## config.mk

```make
export PLATFORM = sky130hd
export DESIGN_NAME = hppd_port
export DESIGN_NICKNAME = d
export VERILOG_FILES = /design/src/core/hppd_port.v
export VERILOG_INCLUDE_DIRS = /design/src /design/src/inc
export SDC_FILE = /design/constraint.sdc
export NUM_CORES = 1
export LEC_CHECK = 0
export ABC_AREA = 1
export BUFFER_PORTS_ARGS = -buffer_cell sky130_fd_sc_hd__buf_2
export CELL_PAD_IN_SITES_DETAIL_PLACEMENT = 1
export CELL_PAD_IN_SITES_GLOBAL_PLACEMENT = 1
export CORE_MARGIN = 2
export CORE_UTILIZATION = 39
export CTS_CLUSTER_DIAMETER = 40
export DETAILED_ROUTE_END_ITERATION = 8
export PLACE_DENSITY_LB_ADDON = 0.1
export SLEW_MARGIN = 10
export SYNTH_ARGS = -nofsm -noshare
export SYNTH_HDL_FRONTEND = slang
export SYNTH_SLANG_ARGS = --single-unit
```

## constraint.sdc

```tcl
create_clock -name pclk -period 2.25 [get_ports pclk]
set_input_delay 0.225 -clock pclk [delete_from_list [all_inputs] [get_ports pclk]]
set_output_delay 0.225 -clock pclk [all_outputs]
set_load 0.02 [all_outputs]
```

## src/inc/hppd_defs.vh

```
`ifndef HPPD_DEFS_VH
`define HPPD_DEFS_VH

// ---------------------------------------------------------------
// apb register byte offsets
// ---------------------------------------------------------------
`define HPPD_OFS_IFCTRL   8'h00
`define HPPD_OFS_CMD      8'h04
`define HPPD_OFS_STATUS   8'h08
`define HPPD_OFS_DIN      8'h0c
`define HPPD_OFS_DOUT     8'h10
`define HPPD_OFS_IRQSET   8'h14
`define HPPD_OFS_FLAG     8'h18

// ---------------------------------------------------------------
// iface_control_reg fields
// ---------------------------------------------------------------
`define HPPD_IFC_POL      0
`define HPPD_IFC_ENDIAN   1
`define HPPD_IFC_SIZE     2
`define HPPD_IFC_DONE     3
`define HPPD_IFC_MODE_LO  4
`define HPPD_IFC_MODE_HI  5

// ---------------------------------------------------------------
// flag port bits
// ---------------------------------------------------------------
`define HPPD_FLG_RQI      0
`define HPPD_FLG_DVI      1
`define HPPD_FLG_CMDP     2
`define HPPD_FLG_DINF     3

// ---------------------------------------------------------------
// host address decode and strobe modes
// ---------------------------------------------------------------
`define HPPD_HA_FLAG      2
`define HPPD_HA_DATA      1
`define HPPD_HA_BYTE      0
`define HPPD_MODE_SEP     2'h0
`define HPPD_MODE_LANE    2'h1
`define HPPD_MODE_DS_RW   2'h2
`define HPPD_SEL_LANE     3'h1
`define HPPD_SEL_DS_RW    3'h2

// ---------------------------------------------------------------
// reset values
// ---------------------------------------------------------------
`define HPPD_RST_W16      16'h0000
`define HPPD_RST_W32      32'h0000_0000
`define HPPD_RST_IFC      6'h00

`endif

```

## src/core/hppd_port.v

```verilog
// The implementer's own choices: the APB interface to the registers and the address map.
`timescale 1ns/1ps
// Operation
// - chip select low enables strobes; else ignored
// - addr 00x: write command, read status
// - addr 01x: data port read and write
// - addr 1xx: read-only flag port
// - 8-bit: addr bit0 picks byte; 16-bit ignores
// - 8-bit mode never drives upper data lines
// - raise irq; host reads flags for cause
// - polarity strap sets irq active level
// - endian strap swaps command/status bytes
// - size strap: 1 is 8-bit, 0 16-bit
// - straps captured into control reg on the first clock after reset
// - strobe meaning follows interface select inputs
`include "hppd_defs.vh"

module hppd_port (
    input wire pclk,
    input wire presetn,
    input wire psel,
    input wire penable,
    input wire pwrite,
    input wire [7:0] paddr,
    input wire [31:0] pwdata,
    output reg [31:0] prdata,
    output wire pready,
    output wire pslverr,
    input wire host_chip_select_n,
    input wire [2:0] host_port_addr,
    input wire [15:0] host_data_bus_in,
    output reg [15:0] host_data_bus_out,
    output wire [1:0] host_data_bus_oe,
    input wire host_read_strobe0_n,
    input wire host_read_strobe1_n,
    input wire host_write_strobe0_n,
    input wire host_write_strobe1_n,
    output wire host_irq_out,
    output wire host_irq_oe,
    input wire [2:0] iface_type_select,
    input wire irq_polarity_strap,
    input wire byte_order_strap,
    input wire bus_size_strap
);

    // ---------------------------------------------------------------
    // strap capture
    // ---------------------------------------------------------------
    // async reset loads constants only; straps are taken on the first
    // clock after release, so the control register never sees a pin
    // through the reset path
    reg [5:0] iface_control_reg;
    wire ifc_pol = iface_control_reg[`HPPD_IFC_POL];
    wire ifc_big = iface_control_reg[`HPPD_IFC_ENDIAN];
    wire ifc_8b = iface_control_reg[`HPPD_IFC_SIZE];
    wire ifc_done = iface_control_reg[`HPPD_IFC_DONE];
    wire [1:0] ifc_mode = iface_control_reg[`HPPD_IFC_MODE_HI:`HPPD_IFC_MODE_LO];
    reg [1:0] mode_dec;

    always @* begin
        if (iface_type_select == `HPPD_SEL_LANE) begin
            mode_dec = `HPPD_MODE_LANE;
        end else if (iface_type_select == `HPPD_SEL_DS_RW) begin
            mode_dec = `HPPD_MODE_DS_RW;
        end else begin
            mode_dec = `HPPD_MODE_SEP;
        end
    end

    always @(posedge pclk or negedge presetn) begin
        if (!presetn) begin
            iface_control_reg <= `HPPD_RST_IFC;
        end else if (!ifc_done) begin
            iface_control_reg <= {mode_dec, 1'b1, bus_size_strap, byte_order_strap, irq_polarity_strap};
        end
    end

    // ---------------------------------------------------------------
    // strobe interpretation
    // ---------------------------------------------------------------
    reg rd_act;
    reg wr_act;
    reg [1:0] lane_16;
    wire cs_act = ~host_chip_select_n & ifc_done;
    // the strobes mean nothing until the interface mode is captured, and a
    // read wins when both directions look active in one cycle

    always @* begin
        lane_16 = 2'b11;
        rd_act = 1'b0;
        wr_act = 1'b0;
        case (ifc_mode)
            `HPPD_MODE_LANE: begin
                rd_act = ~host_read_strobe0_n | ~host_read_strobe1_n;
                wr_act = ~host_write_strobe0_n | ~host_write_strobe1_n;
                lane_16 = rd_act ? {~host_read_strobe1_n, ~host_read_strobe0_n}
                                 : {~host_write_strobe1_n, ~host_write_strobe0_n};
            end
            `HPPD_MODE_DS_RW: begin
                rd_act = ~host_read_strobe0_n & host_write_strobe0_n;
                wr_act = ~host_read_strobe0_n & ~host_write_strobe0_n;
            end
            default: begin
                rd_act = ~host_read_strobe0_n;
                wr_act = ~host_write_strobe0_n;
            end
        endcase
        rd_act = rd_act & cs_act;
        wr_act = wr_act & cs_act & ~rd_act;
    end

    reg rd_q_r;
    reg wr_q_r;
    wire rd_start = rd_act & ~rd_q_r;
    wire wr_start = wr_act & ~wr_q_r;

    always @(posedge pclk or negedge presetn) begin
        if (!presetn) begin
            rd_q_r <= 1'b0;
            wr_q_r <= 1'b0;
        end else begin
            rd_q_r <= rd_act;
            wr_q_r <= wr_act;
        end
    end

    // ---------------------------------------------------------------
    // port decode
    // ---------------------------------------------------------------
    wire sel_flag = host_port_addr[`HPPD_HA_FLAG];
    wire sel_data = ~sel_flag & host_port_addr[`HPPD_HA_DATA];
    wire sel_cmd = ~sel_flag & ~host_port_addr[`HPPD_HA_DATA];
    // in 8-bit mode the byte bit picks a half; big endian flips it on the
    // command/status port only
    wire byte_hi = host_port_addr[`HPPD_HA_BYTE] ^ (sel_cmd & ifc_big);
    wire [1:0] lane = ifc_8b ? {byte_hi, ~byte_hi} : lane_16;
    wire word_done = ifc_8b ? host_port_addr[`HPPD_HA_BYTE] : 1'b1;
    wire [15:0] hin_sw = (sel_cmd & ifc_big & ~ifc_8b) ?
                         {host_data_bus_in[7:0], host_data_bus_in[15:8]} : host_data_bus_in;
    wire [15:0] hin = ifc_8b ? {host_data_bus_in[7:0], host_data_bus_in[7:0]} : hin_sw;

    // ---------------------------------------------------------------
    // port storage and flags
    // ---------------------------------------------------------------
    wire [15:0] cmd_r;
    reg [15:0] status_r;
    wire [15:0] din_r;
    reg [15:0] dout_r;
    reg rqi_r;
    reg dvi_r;
    reg cmdp_r;
    reg dinf_r;
    wire [15:0] flag_word = {12'h000, dinf_r, cmdp_r, dvi_r, rqi_r};

    wire apb_wr = psel & penable & pwrite;
    wire apb_rd = psel & penable & ~pwrite;
    wire host_cmd_wr = wr_start & sel_cmd;
    wire host_din_wr = wr_start & sel_data;
    wire host_flag_rd = rd_start & sel_flag;
    wire host_dout_rd = rd_start & sel_data & word_done;
    wire cpu_rqi_set = apb_wr & (paddr == `HPPD_OFS_IRQSET) & pwdata[`HPPD_FLG_RQI];
    wire cpu_dvi_set = apb_wr & (paddr == `HPPD_OFS_DOUT);
    wire cpu_cmd_rd = apb_rd & (paddr == `HPPD_OFS_CMD);
    wire cpu_din_rd = apb_rd & (paddr == `HPPD_OFS_DIN);
    wire [1:0] we_lane = lane;

    genvar gi;
    generate
        for (gi = 0; gi < 2; gi = gi + 1) begin : g_lane
            reg [7:0] cmd_lane_r;
            reg [7:0] din_lane_r;
            // one flop set per byte lane keeps every lane on a single driver
            always @(posedge pclk or negedge presetn) begin
                if (!presetn) begin
                    cmd_lane_r <= 8'h00;
                    din_lane_r <= 8'h00;
                end else begin
                    if (host_cmd_wr && we_lane[gi]) begin
                        cmd_lane_r <= hin[gi*8 +: 8];
                    end
                    if (host_din_wr && we_lane[gi]) begin
                        din_lane_r <= hin[gi*8 +: 8];
                    end
                end
            end
            assign cmd_r[gi*8 +: 8] = cmd_lane_r;
            assign din_r[gi*8 +: 8] = din_lane_r;
        end
    endgenerate

    // every flag: hardware set wins over a clear in the same cycle
    always @(posedge pclk or negedge presetn) begin
        if (!presetn) begin
            status_r <= `HPPD_RST_W16;
            dout_r <= `HPPD_RST_W16;
            rqi_r <= 1'b0;
            dvi_r <= 1'b0;
            cmdp_r <= 1'b0;
            dinf_r <= 1'b0;
        end else begin
            if (apb_wr && paddr == `HPPD_OFS_STATUS) begin
                status_r <= pwdata[15:0];
            end
            if (cpu_dvi_set) begin
                dout_r <= pwdata[15:0];
            end
            if (cpu_rqi_set) begin
                rqi_r <= 1'b1;
            end else if (host_flag_rd) begin
                rqi_r <= 1'b0;
            end
            if (cpu_dvi_set) begin
                dvi_r <= 1'b1;
            end else if (host_dout_rd) begin
                dvi_r <= 1'b0;
            end
            if (host_cmd_wr && word_done) begin
                cmdp_r <= 1'b1;
            end else if (cpu_cmd_rd) begin
                cmdp_r <= 1'b0;
            end
            if (host_din_wr && word_done) begin
                dinf_r <= 1'b1;
            end else if (cpu_din_rd) begin
                dinf_r <= 1'b0;
            end
        end
    end

    // ---------------------------------------------------------------
    // host read path
    // ---------------------------------------------------------------
    reg [15:0] rd_word;
    always @* begin
        if (sel_flag) begin
            rd_word = flag_word;
        end else if (sel_data) begin
            rd_word = dout_r;
        end else if (ifc_big && !ifc_8b) begin
            rd_word = {status_r[7:0], status_r[15:8]};
        end else begin
            rd_word = status_r;
        end
    end

    // data out is registered and loaded once, when the strobe is first seen:
    // a flag read clears its cause on that edge, so a reload would hand the
    // host the cleared value; the host's access time must cover one clock
    always @(posedge pclk or negedge presetn) begin
        if (!presetn) begin
            host_data_bus_out <= `HPPD_RST_W16;
        end else if (rd_start) begin
            if (ifc_8b) begin
                host_data_bus_out <= {8'h00, byte_hi ? rd_word[15:8] : rd_word[7:0]};
            end else begin
                host_data_bus_out <= rd_word;
            end
        end
    end

    assign host_data_bus_oe = {rd_act & rd_q_r & ~ifc_8b & lane[1], rd_act & rd_q_r & (ifc_8b | lane[0])};

    // ---------------------------------------------------------------
    // interrupt
    // ---------------------------------------------------------------
    // driven at both levels once the straps are in; the board pull only
    // holds the line while reset keeps the output off
    wire irq_any = rqi_r | dvi_r;
    assign host_irq_out = ifc_pol ? irq_any : ~irq_any;
    assign host_irq_oe = ifc_done;

    // ---------------------------------------------------------------
    // apb slave
    // ---------------------------------------------------------------
    // zero wait states; an unmapped offset answers with an error and reads
    // zero, and writes to read-only offsets are dropped
    reg hit;
    always @* begin
        hit = 1'b1;
        prdata = `HPPD_RST_W32;
        if (paddr == `HPPD_OFS_IFCTRL) begin
            prdata = {26'h0000000, iface_control_reg};
        end else if (paddr == `HPPD_OFS_CMD) begin
            prdata = {16'h0000, cmd_r};
        end else if (paddr == `HPPD_OFS_STATUS) begin
            prdata = {16'h0000, status_r};
        end else if (paddr == `HPPD_OFS_DIN) begin
            prdata = {16'h0000, din_r};
        end else if (paddr == `HPPD_OFS_DOUT) begin
            prdata = {16'h0000, dout_r};
        end else if (paddr == `HPPD_OFS_IRQSET) begin
            prdata = `HPPD_RST_W32;
        end else if (paddr == `HPPD_OFS_FLAG) begin
            prdata = {16'h0000, flag_word};
        end else begin
            hit = 1'b0;
        end
    end

    assign pready = 1'b1;
    assign pslverr = psel & penable & ~hit;

endmodule

```

### Word-level counts from Yosys, hierarchy flattened

Cells that the tools add are included.

* reduce and logical (&&, ||, !) cells: 14
* bitwise logic cells: 50
* equal/unequal tests: 10
* muxes and demuxes: 38

Operator list (number)
* 2-to-1 mux 16 bit: 11
* bitwise AND 1 bit: 30
* == test 8 x 5 -> 1 bit (second input constant): 3
* 2-to-1 mux 1 bit: 17
* == test 8 x 4 -> 1 bit (second input constant): 2
* inverter 1 bit: 15
* 2-to-1 mux 2 bit: 5
* == test 8 x 3 -> 1 bit (second input constant): 1
* logical AND 1 bit: 8
* logical NOT 8 bit: 1
* 2-to-1 mux 4 bit: 2
* 2-to-1 mux 8 bit: 1
* nonzero test 2 bit: 4
* bitwise OR 1 bit: 4
* case mux 1 bit (2 select lines): 2
* == test 3 x 1 -> 1 bit (second input constant): 1
* == test 3 x 2 -> 1 bit (second input constant): 1
* == test 2 x 1 -> 1 bit (second input constant): 1
* == test 2 bit (second input constant): 1
* logical NOT 1 bit: 1
* bitwise XOR 1 bit: 1

* input port bits: 75
* bits in registers: 92

### Logic depth before layout (Yosys ltp)

Gate-level depths: netlist of the first run.

* word-level depth: 10
* depth in mapped cells: 11

### Least setup slack after synthesis of the first run

No wires, ideal clock.

* path kind: register to register
* start point: reg iface_control_reg[4]
* end point: reg g_lane[0].cmd_lane_r[0]
* arrival time: 1655 ps
* period minus slack after synthesis: 1776 ps
* cell stages (with the launch flop): 10
* data required time: 2129 ps
* setup slack: 474 ps
* cell sequence: dfrtp_1 -> inv_1 -> ha_1 -> nor2_1 -> a21oi_1 -> nor2_2 -> nand4_1 -> buf_2 -> o21bai_1 -> nand2_1

* cells in the longest elaborated chain, start to end: 8
* elaborated cells on any way between the ends: 13

RTL lines
* start: declaration: RTL line hppd_port.v:52 `reg [5:0] iface_control_reg;`
* start signal: assignment: RTL line hppd_port.v:72 `` iface_control_reg <= `HPPD_RST_IFC; ``
* start signal: assignment: RTL line hppd_port.v:74 `iface_control_reg <= {mode_dec, 1'b1, bus_size_strap, byte_order_strap, irq_polarity_strap};`
* == test 2 bit / == test 2 x 1 -> 1 bit (equally long branches): RTL line hppd_port.v:92 `case (ifc_mode)`
* case mux 1 bit (2 select lines): RTL line hppd_port.v:92
* bitwise AND 1 bit: RTL line hppd_port.v:108 `rd_act = rd_act & cs_act;`
* inverter 1 bit: RTL line hppd_port.v:109 `wr_act = wr_act & cs_act & ~rd_act;`
* bitwise AND 1 bit: RTL line hppd_port.v:109
* bitwise AND 1 bit: RTL line hppd_port.v:115 `wire wr_start = wr_act & ~wr_q_r;`
* bitwise AND 1 bit: RTL line hppd_port.v:157 `wire host_cmd_wr = wr_start & sel_cmd;`
* logical AND 1 bit *: RTL line hppd_port.v:178 `if (host_cmd_wr && we_lane[gi]) begin`
* end signal: assignment: RTL line hppd_port.v:179 `cmd_lane_r <= hin[gi*8 +: 8];`
* end: declaration: RTL line hppd_port.v:170 `reg [7:0] cmd_lane_r;`

Every way passes the cells marked *; elsewhere a longest branch is shown, timed or not.
A chain may end at the register's enable or synchronous reset.

### Final worst setup path of the first run

* start point: reg iface_control_reg[5]
* end point: out host_data_bus_oe[0]

* cells in the longest elaborated chain, start to end: 5
* elaborated cells on any way between the ends: 9

RTL lines
* == test 2 bit / == test 2 x 1 -> 1 bit (equally long branches): RTL line hppd_port.v:92
* case mux 1 bit (2 select lines) *: RTL line hppd_port.v:92
* bitwise AND 1 bit *: RTL line hppd_port.v:108
* named net rd_act: RTL line hppd_port.v:81 `reg rd_act;`
* bitwise AND 1 bit * (2 in series): RTL line hppd_port.v:261 `assign host_data_bus_oe = {rd_act & rd_q_r & ~ifc_8b & lane[1], rd_act & rd_q_r & (ifc_8b | lane[0])};`
* end: declaration: RTL line hppd_port.v:33 `output wire [1:0] host_data_bus_oe,`

The timed path passes the listed nets; every way through them passes the cells marked *.

==> results of run 1 <==
report_power, final:
group	leakage, uW	total, uW	internal, uW	switching (uW)
clock network	0.000140	1520	885	639
logic	0.00199	999	365	634
registers	0.00117	2060	1930	136
total	0.00329	4590	3180	1410
tightest hold or removal path, stage by stage:
cell and delay [ps]:
buf_2 80, nand2_1 40, nand2_1 50
routing by layer:
| metal | up-vias | share of wire | global-route usage |
|---|---|---|---|
| met4 | 0 | 0.020 | 0.0841 |
| met2 | 133 | 0.49 | 0.430 |
| li1 | 2554 | - | - |
| met5 | - | 0 | 0 |
| met1 | 2549 | 0.45 | 0.337 |
| met3 | 22 | 0.042 | 0.0332 |
stage by stage:
step           power (uW)  setup WS [ps]
3_5_place_dp         3070            206
4_1_cts              4610           27.1
2_1_floorplan        2740            474
5_1_grt              4830           6.53
3_3_place_gp         3020            257
6_report             4590            112
area by class of cell:
class / count / area share
clock buffers: 13 / 0.0392
clock inverters: 2 / 0.00548
inverters: 114 / 0.0670
multi-input cells: 512 / 0.391
flip-flops and latches: 92 / 0.360
well taps: 180 / 0.0353
repair buffers: 117 / 0.101
cell families after synthesis:
kind of cell | after synthesis | share of synthesized area
simple gates | 330 | 0.263
compound gates | 161 | 0.174
buf+inv | 159 | 0.130
flops | 92 | 0.425
fa+ha+maj | 2 | 0.00462
other cells | 2 | 0.00139
xor+xnor | 1 | 0.00162
repair_timing:
item / 4_1_cts / 5_1_grt
buffers inserted: 2 / 0
hold buffers: 1 / 0
pin swaps: 0 / 0
gates resized for setup: 2 / 4
setup endpoints to repair: 2 / 3
endpoints found under the hold margin: 53 / 0
how the worst max path moves through the flow:
stage                               startpoint                 endpoint  depth (start not counted)
after floorplan           iface_control_reg[4]  g_lane[0].cmd_lane_r[0]                          9
after global placement    iface_control_reg[4]  g_lane[0].cmd_lane_r[6]                          9
after detailed placement  iface_control_reg[4]  g_lane[0].cmd_lane_r[6]                          9
after CTS                 iface_control_reg[4]      host_data_bus_oe[0]                          9
after global routing      iface_control_reg[5]      host_data_bus_oe[0]                          9
final                     iface_control_reg[5]      host_data_bus_oe[0]                          9
cells in the final DEF (no fill, tap or decap), drive strengths merged:
cell type    count
a21oi           15
a22oi            3
a31oi            3
buf            116
bufinv           1
clkbuf          13
clkinv           2
conb            18
dfrtp           92
dlygate4sd3      1
ha               2
inv            113
nand2          204
nand3           57
nand3b           1
nand4           11
nor2            51
nor3             5
o2111ai          1
o211ai           6
o21ai           90
o21bai          32
o22ai           10
o32ai            1
or2              1
xor2             1
==> flow_metrics.env, run 1 <==
export IMPL_outcome="completed"
export IMPL_htree_num_levels=3
export IMPL_clock_skew_ps=5.18
export IMPL_antenna_found_initial=0
export IMPL_fin_area_mm2=0.00639
export IMPL_holdCritPathClass="in -> reg"
export IMPL_irDropWorstVdd_mv=0.394
export IMPL_n_fill_cell=1792
export IMPL_fin_tns_setup_ps=0
export IMPL_hold_ws_ps=71.6
export IMPL_port_buffers=95
export IMPL_cp_common_cell="nand2_1"
export IMPL_die_h_um=122
export IMPL_num_rows=43
export IMPL_ys_ff_latch=92
export IMPL_path_class="reg -> out"
export IMPL_async_flop_share=1.00
export IMPL_core_area_mm2=0.0137
export IMPL_initial_utilization=0.395
export IMPL_relSlewSlack=0.483
export IMPL_ys_top_cells_by_area="dfrtp_1, nand2_1, o21ai_0"
export IMPL_final_antenna_net_count=0
export IMPL_power_density_mw_per_mm2=718
export IMPL_fin_cells=1030
export IMPL_grt_pass1_vias=5431
export IMPL_synthFlopType="dfrtp_1"
export IMPL_ys_top_cells_by_count="nand2_1, inv_1, dfrtp_1"
export IMPL_holdPathEnd="iface_control_reg[0]"
export IMPL_synthDistinctLibCells=34
export IMPL_drtIter0Drc=265
export IMPL_path_cells="inv_1 > ha_2 > nand2_1 > nand3_1 > nand3_4 > inv_2 > nand2_1 > a21oi_1 > buf_4"
export IMPL_synth_area_mm2=0.00542
export IMPL_crit_required_ps=2030
export IMPL_clk_path_buf_depth=2
export IMPL_utilization=0.466
export IMPL_setup_viol=0
export IMPL_cp_end_kind="output port"
export IMPL_placed_cells=1012
export IMPL_tritoncts_num_buffers=9
export IMPL_viasPerCell=5.10
export IMPL_path_max_fanout=5
export IMPL_critical_path_buf_inv_count=3
export IMPL_ff_latch_area_mm2=0.00230
export IMPL_min_from="irq_polarity_strap"
export IMPL_synth_edff_count=0
export IMPL_period_needed_ps=2140
export IMPL_cp_start_kind="register"
export IMPL_synth_avg_cell_area_um2=7.25
export IMPL_leakage_uw=0.00329
export IMPL_yosysTopAreaCell="dfrtp_1"
export IMPL_multi_input_area_mm2=0.00250
export IMPL_yosysWarnings=0
export IMPL_clockRootBuffer="clkbuf_16"
export IMPL_nNetsFinal=923
export IMPL_crit_family="flip-flops"
export IMPL_ys_seq_area_frac=0.425
export IMPL_io_pins=129
export IMPL_clock_latency_ps=360
export IMPL_routedWlPerCell_um=17.5
export IMPL_drive_gt1_frac=0.180
export IMPL_worst_pin_slew_ps=776
export IMPL_gr_total_overflow=0
export IMPL_maxCapViolations=0
export IMPL_dieWidth_um=122
export IMPL_firstDrtPassIters=5
export IMPL_clkTransAtPathRegs_ps=60
export IMPL_final_max_slew_viol_count=0
export IMPL_drt_wl_total_um=18000
export IMPL_grtUsageTotal=0.254
export IMPL_clock_fmax_ghz=0.468
export IMPL_final_hold_viol_count=0
export IMPL_hpwl_um=13700
export IMPL_cts_tree="done"
export IMPL_placed_area_mm2=0.00605
export IMPL_gp_congestion=0.895
export IMPL_rr_endpoint="g_lane[1].cmd_lane_r[2]"
export IMPL_diodes=0
export IMPL_fin_crit_sh=0.950
export IMPL_dieArea_mm2=0.0148
export IMPL_r2r_slack_ps=250
export IMPL_crit_slowest_cell="dfrtp_1"
export IMPL_yosysMostFrequentCell="nand2_1"
export IMPL_hold_path_depth=3
export IMPL_synthDominantCellAreaShare=0.425
export IMPL_routed_via_count=5258
export IMPL_grt_pass1_wl_um=28700
export IMPL_clock_sinks=92
export IMPL_max_stage_delay_ps=430
export IMPL_area_growth_pct=18.0
export IMPL_route_detailed_drc=0
export IMPL_reg2reg_from="iface_control_reg[5]"
export IMPL_rsz0062_at_grt="false"
export IMPL_synth_cells=747
export IMPL_ff2ff_path_depth=10
export IMPL_arrival_ps=1910
export IMPL_grt_max_degree=57
No activity file was read; power rests on OpenSTA's default activity.
==> inputs of run 2 (changes only) <==
--- a/config.mk
+++ b/config.mk
@@ -6,12 +6,11 @@
 export SDC_FILE = /design/constraint.sdc
 export NUM_CORES = 1
 export LEC_CHECK = 0
-export ABC_AREA = 1
 export BUFFER_PORTS_ARGS = -buffer_cell sky130_fd_sc_hd__buf_2
 export CELL_PAD_IN_SITES_DETAIL_PLACEMENT = 1
 export CELL_PAD_IN_SITES_GLOBAL_PLACEMENT = 1
 export CORE_MARGIN = 2
-export CORE_UTILIZATION = 39
+export CORE_UTILIZATION = 41
 export CTS_CLUSTER_DIAMETER = 40
 export DETAILED_ROUTE_END_ITERATION = 8
 export PLACE_DENSITY_LB_ADDON = 0.1
==> run 2 against run 1 <==
  * The run now ends with setup timing left
  * First-iteration DRC count down 38%
  * Wire length down 15%
  * Clock skew up 2.4 ps
  * Synthesized cell count down 34%
  * Maximum frequency down 19%
  * Critical path type is now reg -> reg
  * Largest power group unchanged
==> flow_metrics.env, run 2 <==
export IMPL_outcome="finished with violations"
export IMPL_violations="setup timing"
export IMPL_synthDistinctLibCells=50
export IMPL_setup_ws_ps=-392
export IMPL_port_buffers=95
export IMPL_drt_wl_total_um=15200
export IMPL_final_antenna_net_count=0
export IMPL_grt_max_degree=40
export IMPL_nNetsFinal=691
export IMPL_route_detailed_drc=0
export IMPL_relSlewSlack=0.571
export IMPL_hold_path_depth=2
export IMPL_fin_crit_sh=1.17
export IMPL_rsz0062_at_grt="true"
export IMPL_ff2ff_path_depth=8
export IMPL_initial_utilization=0.416
export IMPL_power_density_mw_per_mm2=690
export IMPL_synth_edff_count=0
export IMPL_cp_start_kind="register"
export IMPL_synth_cells=493
export IMPL_clock_latency_ps=350
export IMPL_arrival_ps=2870
export IMPL_period_needed_ps=2640
export IMPL_grtUsageTotal=0.236
export IMPL_max_stage_delay_ps=460
export IMPL_multi_input_area_mm2=0.00283
export IMPL_tritoncts_num_buffers=9
export IMPL_ys_top_cells_by_count="dfrtp_1, mux2_2, a21oi_1"
export IMPL_holdCritPathClass="in -> reg"
export IMPL_routed_via_count=4160
export IMPL_dieWidth_um=117
export IMPL_async_flop_share=1.00
export IMPL_busiest_layer="met2"
export IMPL_num_rows=41
export IMPL_die_h_um=117
export IMPL_core_area_mm2=0.0125
export IMPL_yosysTopAreaCell="dfrtp_1"
export IMPL_path_max_fanout=8
export IMPL_clock_sinks=92
export IMPL_fin_tns_setup_ps=-13750
export IMPL_use_met2=0.380
export IMPL_viasPerCell=5.26
export IMPL_area_growth_pct=27.3
export IMPL_path_class="reg -> reg"
export IMPL_most_common_layout_cells="dfrtp_1, buf_2, mux2_2"
export IMPL_fin_cells=791
export IMPL_placed_cells=765
export IMPL_antenna_found_initial=0
export IMPL_diodes=0
export IMPL_drive_gt1_frac=0.425
export IMPL_final_hold_viol_count=0
export IMPL_n_fill_cell=1432
export IMPL_cp_end_kind="register"
export IMPL_worst_pin_slew_ps=640
export IMPL_irDropWorstVdd_mv=0.420
export IMPL_drtIter0Drc=164
export IMPL_leakage_uw=0.00323
export IMPL_grt_pass1_vias=4278
export IMPL_io_pins=129
export IMPL_cts_tree="done"
export IMPL_hpwl_um=11700
export IMPL_dieArea_mm2=0.0136
export IMPL_synthFlopType="dfrtp_1"
export IMPL_clkTransAtPathRegs_ps=70
export IMPL_clock_fmax_ghz=0.379
export IMPL_gr_total_overflow=0
export IMPL_clockRootBuffer="clkbuf_16"
export IMPL_gr_usage_met1=0.323
export IMPL_crit_slowest_cell="or3b_4"
export IMPL_grt_use_met3=0.0410
export IMPL_clk_path_buf_depth=2
export IMPL_path_cells="buf_4 > ha_1 > or3b_4 > a221oi_2 > or3b_4 > nor3b_4 > buf_6 > mux2_4"
export IMPL_ff_latch_area_mm2=0.00230
export IMPL_routedWlPerCell_um=19.3
export IMPL_final_max_slew_viol_count=0
export IMPL_synthDominantCellAreaShare=0.442
export IMPL_setup_viol=52
export IMPL_firstDrtPassIters=4
export IMPL_maxCapViolations=0
export IMPL_cp_common_cell="or3b_4"
export IMPL_ys_seq_area_frac=0.442
export IMPL_yosysMostFrequentCell="dfrtp_1"
export IMPL_grt_pass1_wl_um=23900
export IMPL_htree_num_levels=3
export IMPL_synth_area_mm2=0.00521
export IMPL_yosysWarnings=0
export IMPL_gp_congestion=0.845
export IMPL_ys_ff_latch=92
export IMPL_ys_top_cells_by_area="dfrtp_1, mux2_2, mux2i_1"
export IMPL_clock_skew_ps=7.55
export IMPL_synth_avg_cell_area_um2=10.6
export IMPL_crit_required_ps=2480
==> run 2: changes by cell type in the layout (fill, tap and decap cells not counted), sizes merged, moves of 10 or more <==
cell / before / now
nand2: 204 / 33
mux2i: 0 / 30
nand3: 57 / 1
o21ai: 90 / 29
nor2: 51 / 38
nand4: 11 / 1
nand2b: 0 / 11
buf: 116 / 137
inv: 113 / 14
o21bai: 32 / 0
a21oi: 15 / 41
mux2: 0 / 89
==> run 2: stage by stage <==
step | cell area [um^2] | setup slack, ps | utilization | total power, uW | hold WS [ps]
3_3_place_gp | 6090 | -393 | 0.487 | 2910 | 216
5_1_grt | 6630 | -488 | 0.530 | 4790 | 48.1
2_1_floorplan | 5360 | -394 | - | 2630 | -70.6
4_1_cts | 6590 | -418 | 0.527 | 4600 | 42.7
6_report | 6630 | -392 | 0.530 | 4570 | 53.6
3_5_place_dp | 6090 | -450 | 0.487 | 2960 | 221
==> run 2: worst paths after layout <==
check	startpoint	to	slack, ps
max in group asynchronous	presetn	dout_r[14]	1210
setup / recovery	iface_control_reg[4]	g_lane[0].cmd_lane_r[7]	-390
hold reg to reg	host_data_bus_out[0]	host_data_bus_out[0]	480
setup reg to reg	iface_control_reg[4]	g_lane[0].cmd_lane_r[7]	-390
hold / removal	iface_type_select[2]	iface_control_reg[4]	50
min in group asynchronous	presetn	wr_q_r	370
==> run 2: kinds of logic (layout without fill, tap and decap cells) <==
| logic type | count (synthesis) | count (layout) | synth area share |
|---|---|---|---|
| buffers and inverters | 54 | 164 | 0.0548 |
| XOR/XNOR | 2 | 2 | 0.00336 |
| AO/OA/AOI/OAI | 110 | 110 | 0.134 |
| AND/OR/NAND/NOR | 112 | 112 | 0.109 |
| other | 2 | 18 | 0.00144 |
| adder cells (fa/ha/maj) | 2 | 2 | 0.00480 |
| multiplexers | 119 | 119 | 0.250 |
| flip-flops | 92 | 92 | 0.442 |
==> run 2: what timing repair did <==
action | CTS | global route
resized for setup | 28 | 7
endpoints found under the setup margin | 52 | 53
endpoints found under the hold margin | 33 | 0
hold buffers | 1 | 0
gates cloned | 2 | 0
pin swaps | 10 | 6
buffers inserted | 6 | 1
==> run 2: power breakdown <==
group          switching, uW  total (uW)  internal (uW)
clock                    706        1580            877
sequential               168        2060           1890
combinational            457         934            477
==> run 2: area by class of cell <==
type | count | share of cell area
multi-input combinational | 363 | 0.427
sequential | 92 | 0.347
tap | 172 | 0.0325
timing repair buffer | 138 | 0.141
clock inverter | 7 | 0.0121
clock buffer | 9 | 0.0340
inverter | 10 | 0.00566
==> run 2: worst max-delay path, delay by kind of cell, from the launching register on <==
family | cells | cell delay, ps
AND/OR/NAND/NOR | 3 | 1060
flip-flops | 1 | 370
buffers and inverters | 2 | 320
multiplexers | 1 | 310
AO/OA/AOI/OAI | 1 | 300
adder cells (fa/ha/maj) | 1 | 160
==> run 2: per-layer routing <==
layer / up-vias / part of all wire
li1: 1977 / -
met1: 2067 / 0.47
met2: 99 / 0.47
met3: 17 / 0.037
met4: 0 / 0.024
met5: - / 0
==> inputs of run 3 (changes only) <==
--- a/config.mk
+++ b/config.mk
@@ -14,6 +14,8 @@
 export CTS_CLUSTER_DIAMETER = 40
 export DETAILED_ROUTE_END_ITERATION = 8
 export PLACE_DENSITY_LB_ADDON = 0.1
+export RECOVER_POWER = 50
+export REMOVE_ABC_BUFFERS = 1
 export SLEW_MARGIN = 10
 export SYNTH_ARGS = -nofsm -noshare
 export SYNTH_HDL_FRONTEND = slang
==> run 3 against run 2 <==
  * The run still ends with setup timing left
  * Via count increased by 3.2%
  * Clock skew about the same
  * First-iteration DRC count grew 14%
  * Core utilization is 2.4 points higher
  * Register-to-register slack hardly changed
  * Worst hold slack improved by 9.7 ps
  * Non-clock buffer count increased by 12
  * Die area unchanged
  * Largest cell class unchanged
==> flow_metrics.env, run 3 (synthesis gave the netlist of run 2 again) <==
export IMPL_hold_path_depth=2
export IMPL_die_h_um=117
export IMPL_n_fill_cell=1394
export IMPL_crit_required_ps=2480
export IMPL_final_hold_viol_count=0
export IMPL_grtUsageTotal=0.249
export IMPL_wl_met2_um=8060
export IMPL_grt_pass1_wl_um=25400
export IMPL_hpwl_um=11300
export IMPL_reg2reg_from="iface_control_reg[4]"
export IMPL_violations="setup timing"
export IMPL_grt_pass1_vias=4543
export IMPL_grt_max_degree=42
export IMPL_drtIter0Drc=187
export IMPL_dieWidth_um=117
export IMPL_rr_endpoint="g_lane[0].cmd_lane_r[2]"
export IMPL_clkTransAtPathRegs_ps=60
export IMPL_cts_tree="done"
export IMPL_worst_pin_slew_ps=837
export IMPL_cp_start_kind="register"
export IMPL_rsz0062_at_grt="true"
export IMPL_most_common_layout_cells="dfrtp_1, buf_2, mux2_2"
export IMPL_irDropWorstVdd_mv=0.352
export IMPL_power_density_mw_per_mm2=659
export IMPL_viasPerCell=5.34
export IMPL_clock_latency_ps=350
export IMPL_io_pins=129
export IMPL_arrival_ps=2860
export IMPL_gp_congestion=0.848
export IMPL_dieArea_mm2=0.0136
export IMPL_maxCapViolations=0
export IMPL_fin_cells=804
export IMPL_setup_ws_ps=-386
export IMPL_final_max_slew_viol_count=0
export IMPL_routed_top_layer="met4"
export IMPL_gr_total_overflow=0
export IMPL_wl_met1_um=7260
export IMPL_core_area_mm2=0.0125
export IMPL_fin_area_mm2=0.00693
export IMPL_area_growth_pct=33.1
export IMPL_initial_utilization=0.416
export IMPL_setup_viol=53
export IMPL_period_needed_ps=2640
export IMPL_cp_end_kind="register"
export IMPL_final_antenna_net_count=0
export IMPL_route_detailed_drc=0
export IMPL_routed_via_count=4293
export IMPL_multi_input_area_mm2=0.00304
export IMPL_wl_met3_um=551
export IMPL_htree_num_levels=3
export IMPL_clockRootBuffer="clkbuf_16"
export IMPL_dp_slack_ps=-446
export IMPL_holdCritPathClass="in -> reg"
export IMPL_path_class="reg -> reg"
export IMPL_clock_fmax_ghz=0.379
export IMPL_path_max_fanout=8
export IMPL_num_rows=41
export IMPL_antenna_found_initial=1
export IMPL_holdPathEnd="iface_control_reg[4]"
export IMPL_leakage_uw=0.00335
export IMPL_clock_skew_ps=7.70
export IMPL_r2r_slack_ps=-390
export IMPL_clk_path_buf_depth=2
export IMPL_nNetsFinal=703
export IMPL_startpoint="iface_control_reg[4]"
export IMPL_drt_wl_total_um=16200
export IMPL_relSlewSlack=0.440
export IMPL_ff2ff_path_depth=8
export IMPL_firstDrtPassIters=4
export IMPL_fin_crit_sh=1.17
export IMPL_ff_latch_area_mm2=0.00230
export IMPL_routedWlPerCell_um=20.1
export IMPL_tritoncts_num_buffers=9
export IMPL_outcome="finished with violations"
export IMPL_port_buffers=95
export IMPL_clock_sinks=92
export IMPL_drive_gt1_frac=0.480
export IMPL_placed_cells=768
export IMPL_placed_area_mm2=0.00602
export IMPL_min_from="iface_type_select[2]"
run 3: changes by cell type in the layout (fill, tap and decap cells not counted), moves of 4 or more:
cell,before,now
nand2_1,32,15
nand2_2,1,11
o21ai_0,22,14
nand2_4,0,7
buf_6,7,13
mux2_2,65,59
mux2_4,24,30
o31ai_1,6,1
o21ai_2,1,5
run 3: worst max-delay path, stage by stage (launching register included):
cell,delay [ps]
dfrtp_1,400
inv_2,80
ha_4,200
or3b_4,390
a221oi_4,290
or3b_4,450
nor3b_4,230
buf_12,170
mux2_4,300
run 3: worst max path at each step:
stage,to,cells after the start
after global routing,g_lane[0].cmd_lane_r[2],8
after floorplan,g_lane[0].cmd_lane_r[0],7
after global placement,g_lane[0].cmd_lane_r[6],8
final,g_lane[0].cmd_lane_r[2],8
after detailed placement,g_lane[0].cmd_lane_r[2],7
after CTS,g_lane[0].cmd_lane_r[2],8
run 3: repair_timing:
action | in CTS | in global routing
cloned | 3 | 1
buffers inserted | 12 | 4
hold buffers | 1 | 0
hold endpoints to repair | 31 | 0
endpoints found under the setup margin | 52 | 53
pin swaps | 13 | 7
gates resized for setup | 77 | 43
run 3: cell type report:
class                      instances  area share
antenna                            1    0.000361
clock inverter                     4     0.00451
sequential                        92       0.332
inverter                          10     0.00542
tap                              172      0.0310
multi-input combinational        363       0.439
clock buffer                      12      0.0370
timing repair buffer             150       0.150
run 3: power by group:
group	internal (uW)	switching [uW]
combinational	527	515
sequential	1890	177
clock	814	646
run 3: stage by stage:
step | total power, uW | hold WS [ps] | setup TNS, ps | utilization
floorplan | 2510 | -70.6 | -13890 | -
global placement | 2850 | 195 | -13700 | 0.481
detailed placement | 2900 | 200 | -16960 | 0.481
CTS | 4530 | 57.6 | -11000 | 0.540
global route | 4790 | 75.4 | -17460 | 0.554
finish | 4570 | 63.3 | -13190 | 0.554
run 3: per-layer routing:
| layer | vias up | GRT usage |
|---|---|---|
| met2 | 107 | 0.419 |
| met5 | - | 0 |
| li1 | 2003 | - |
| met3 | 21 | 0.0327 |
| met1 | 2162 | 0.332 |
| met4 | 0 | 0.0847 |
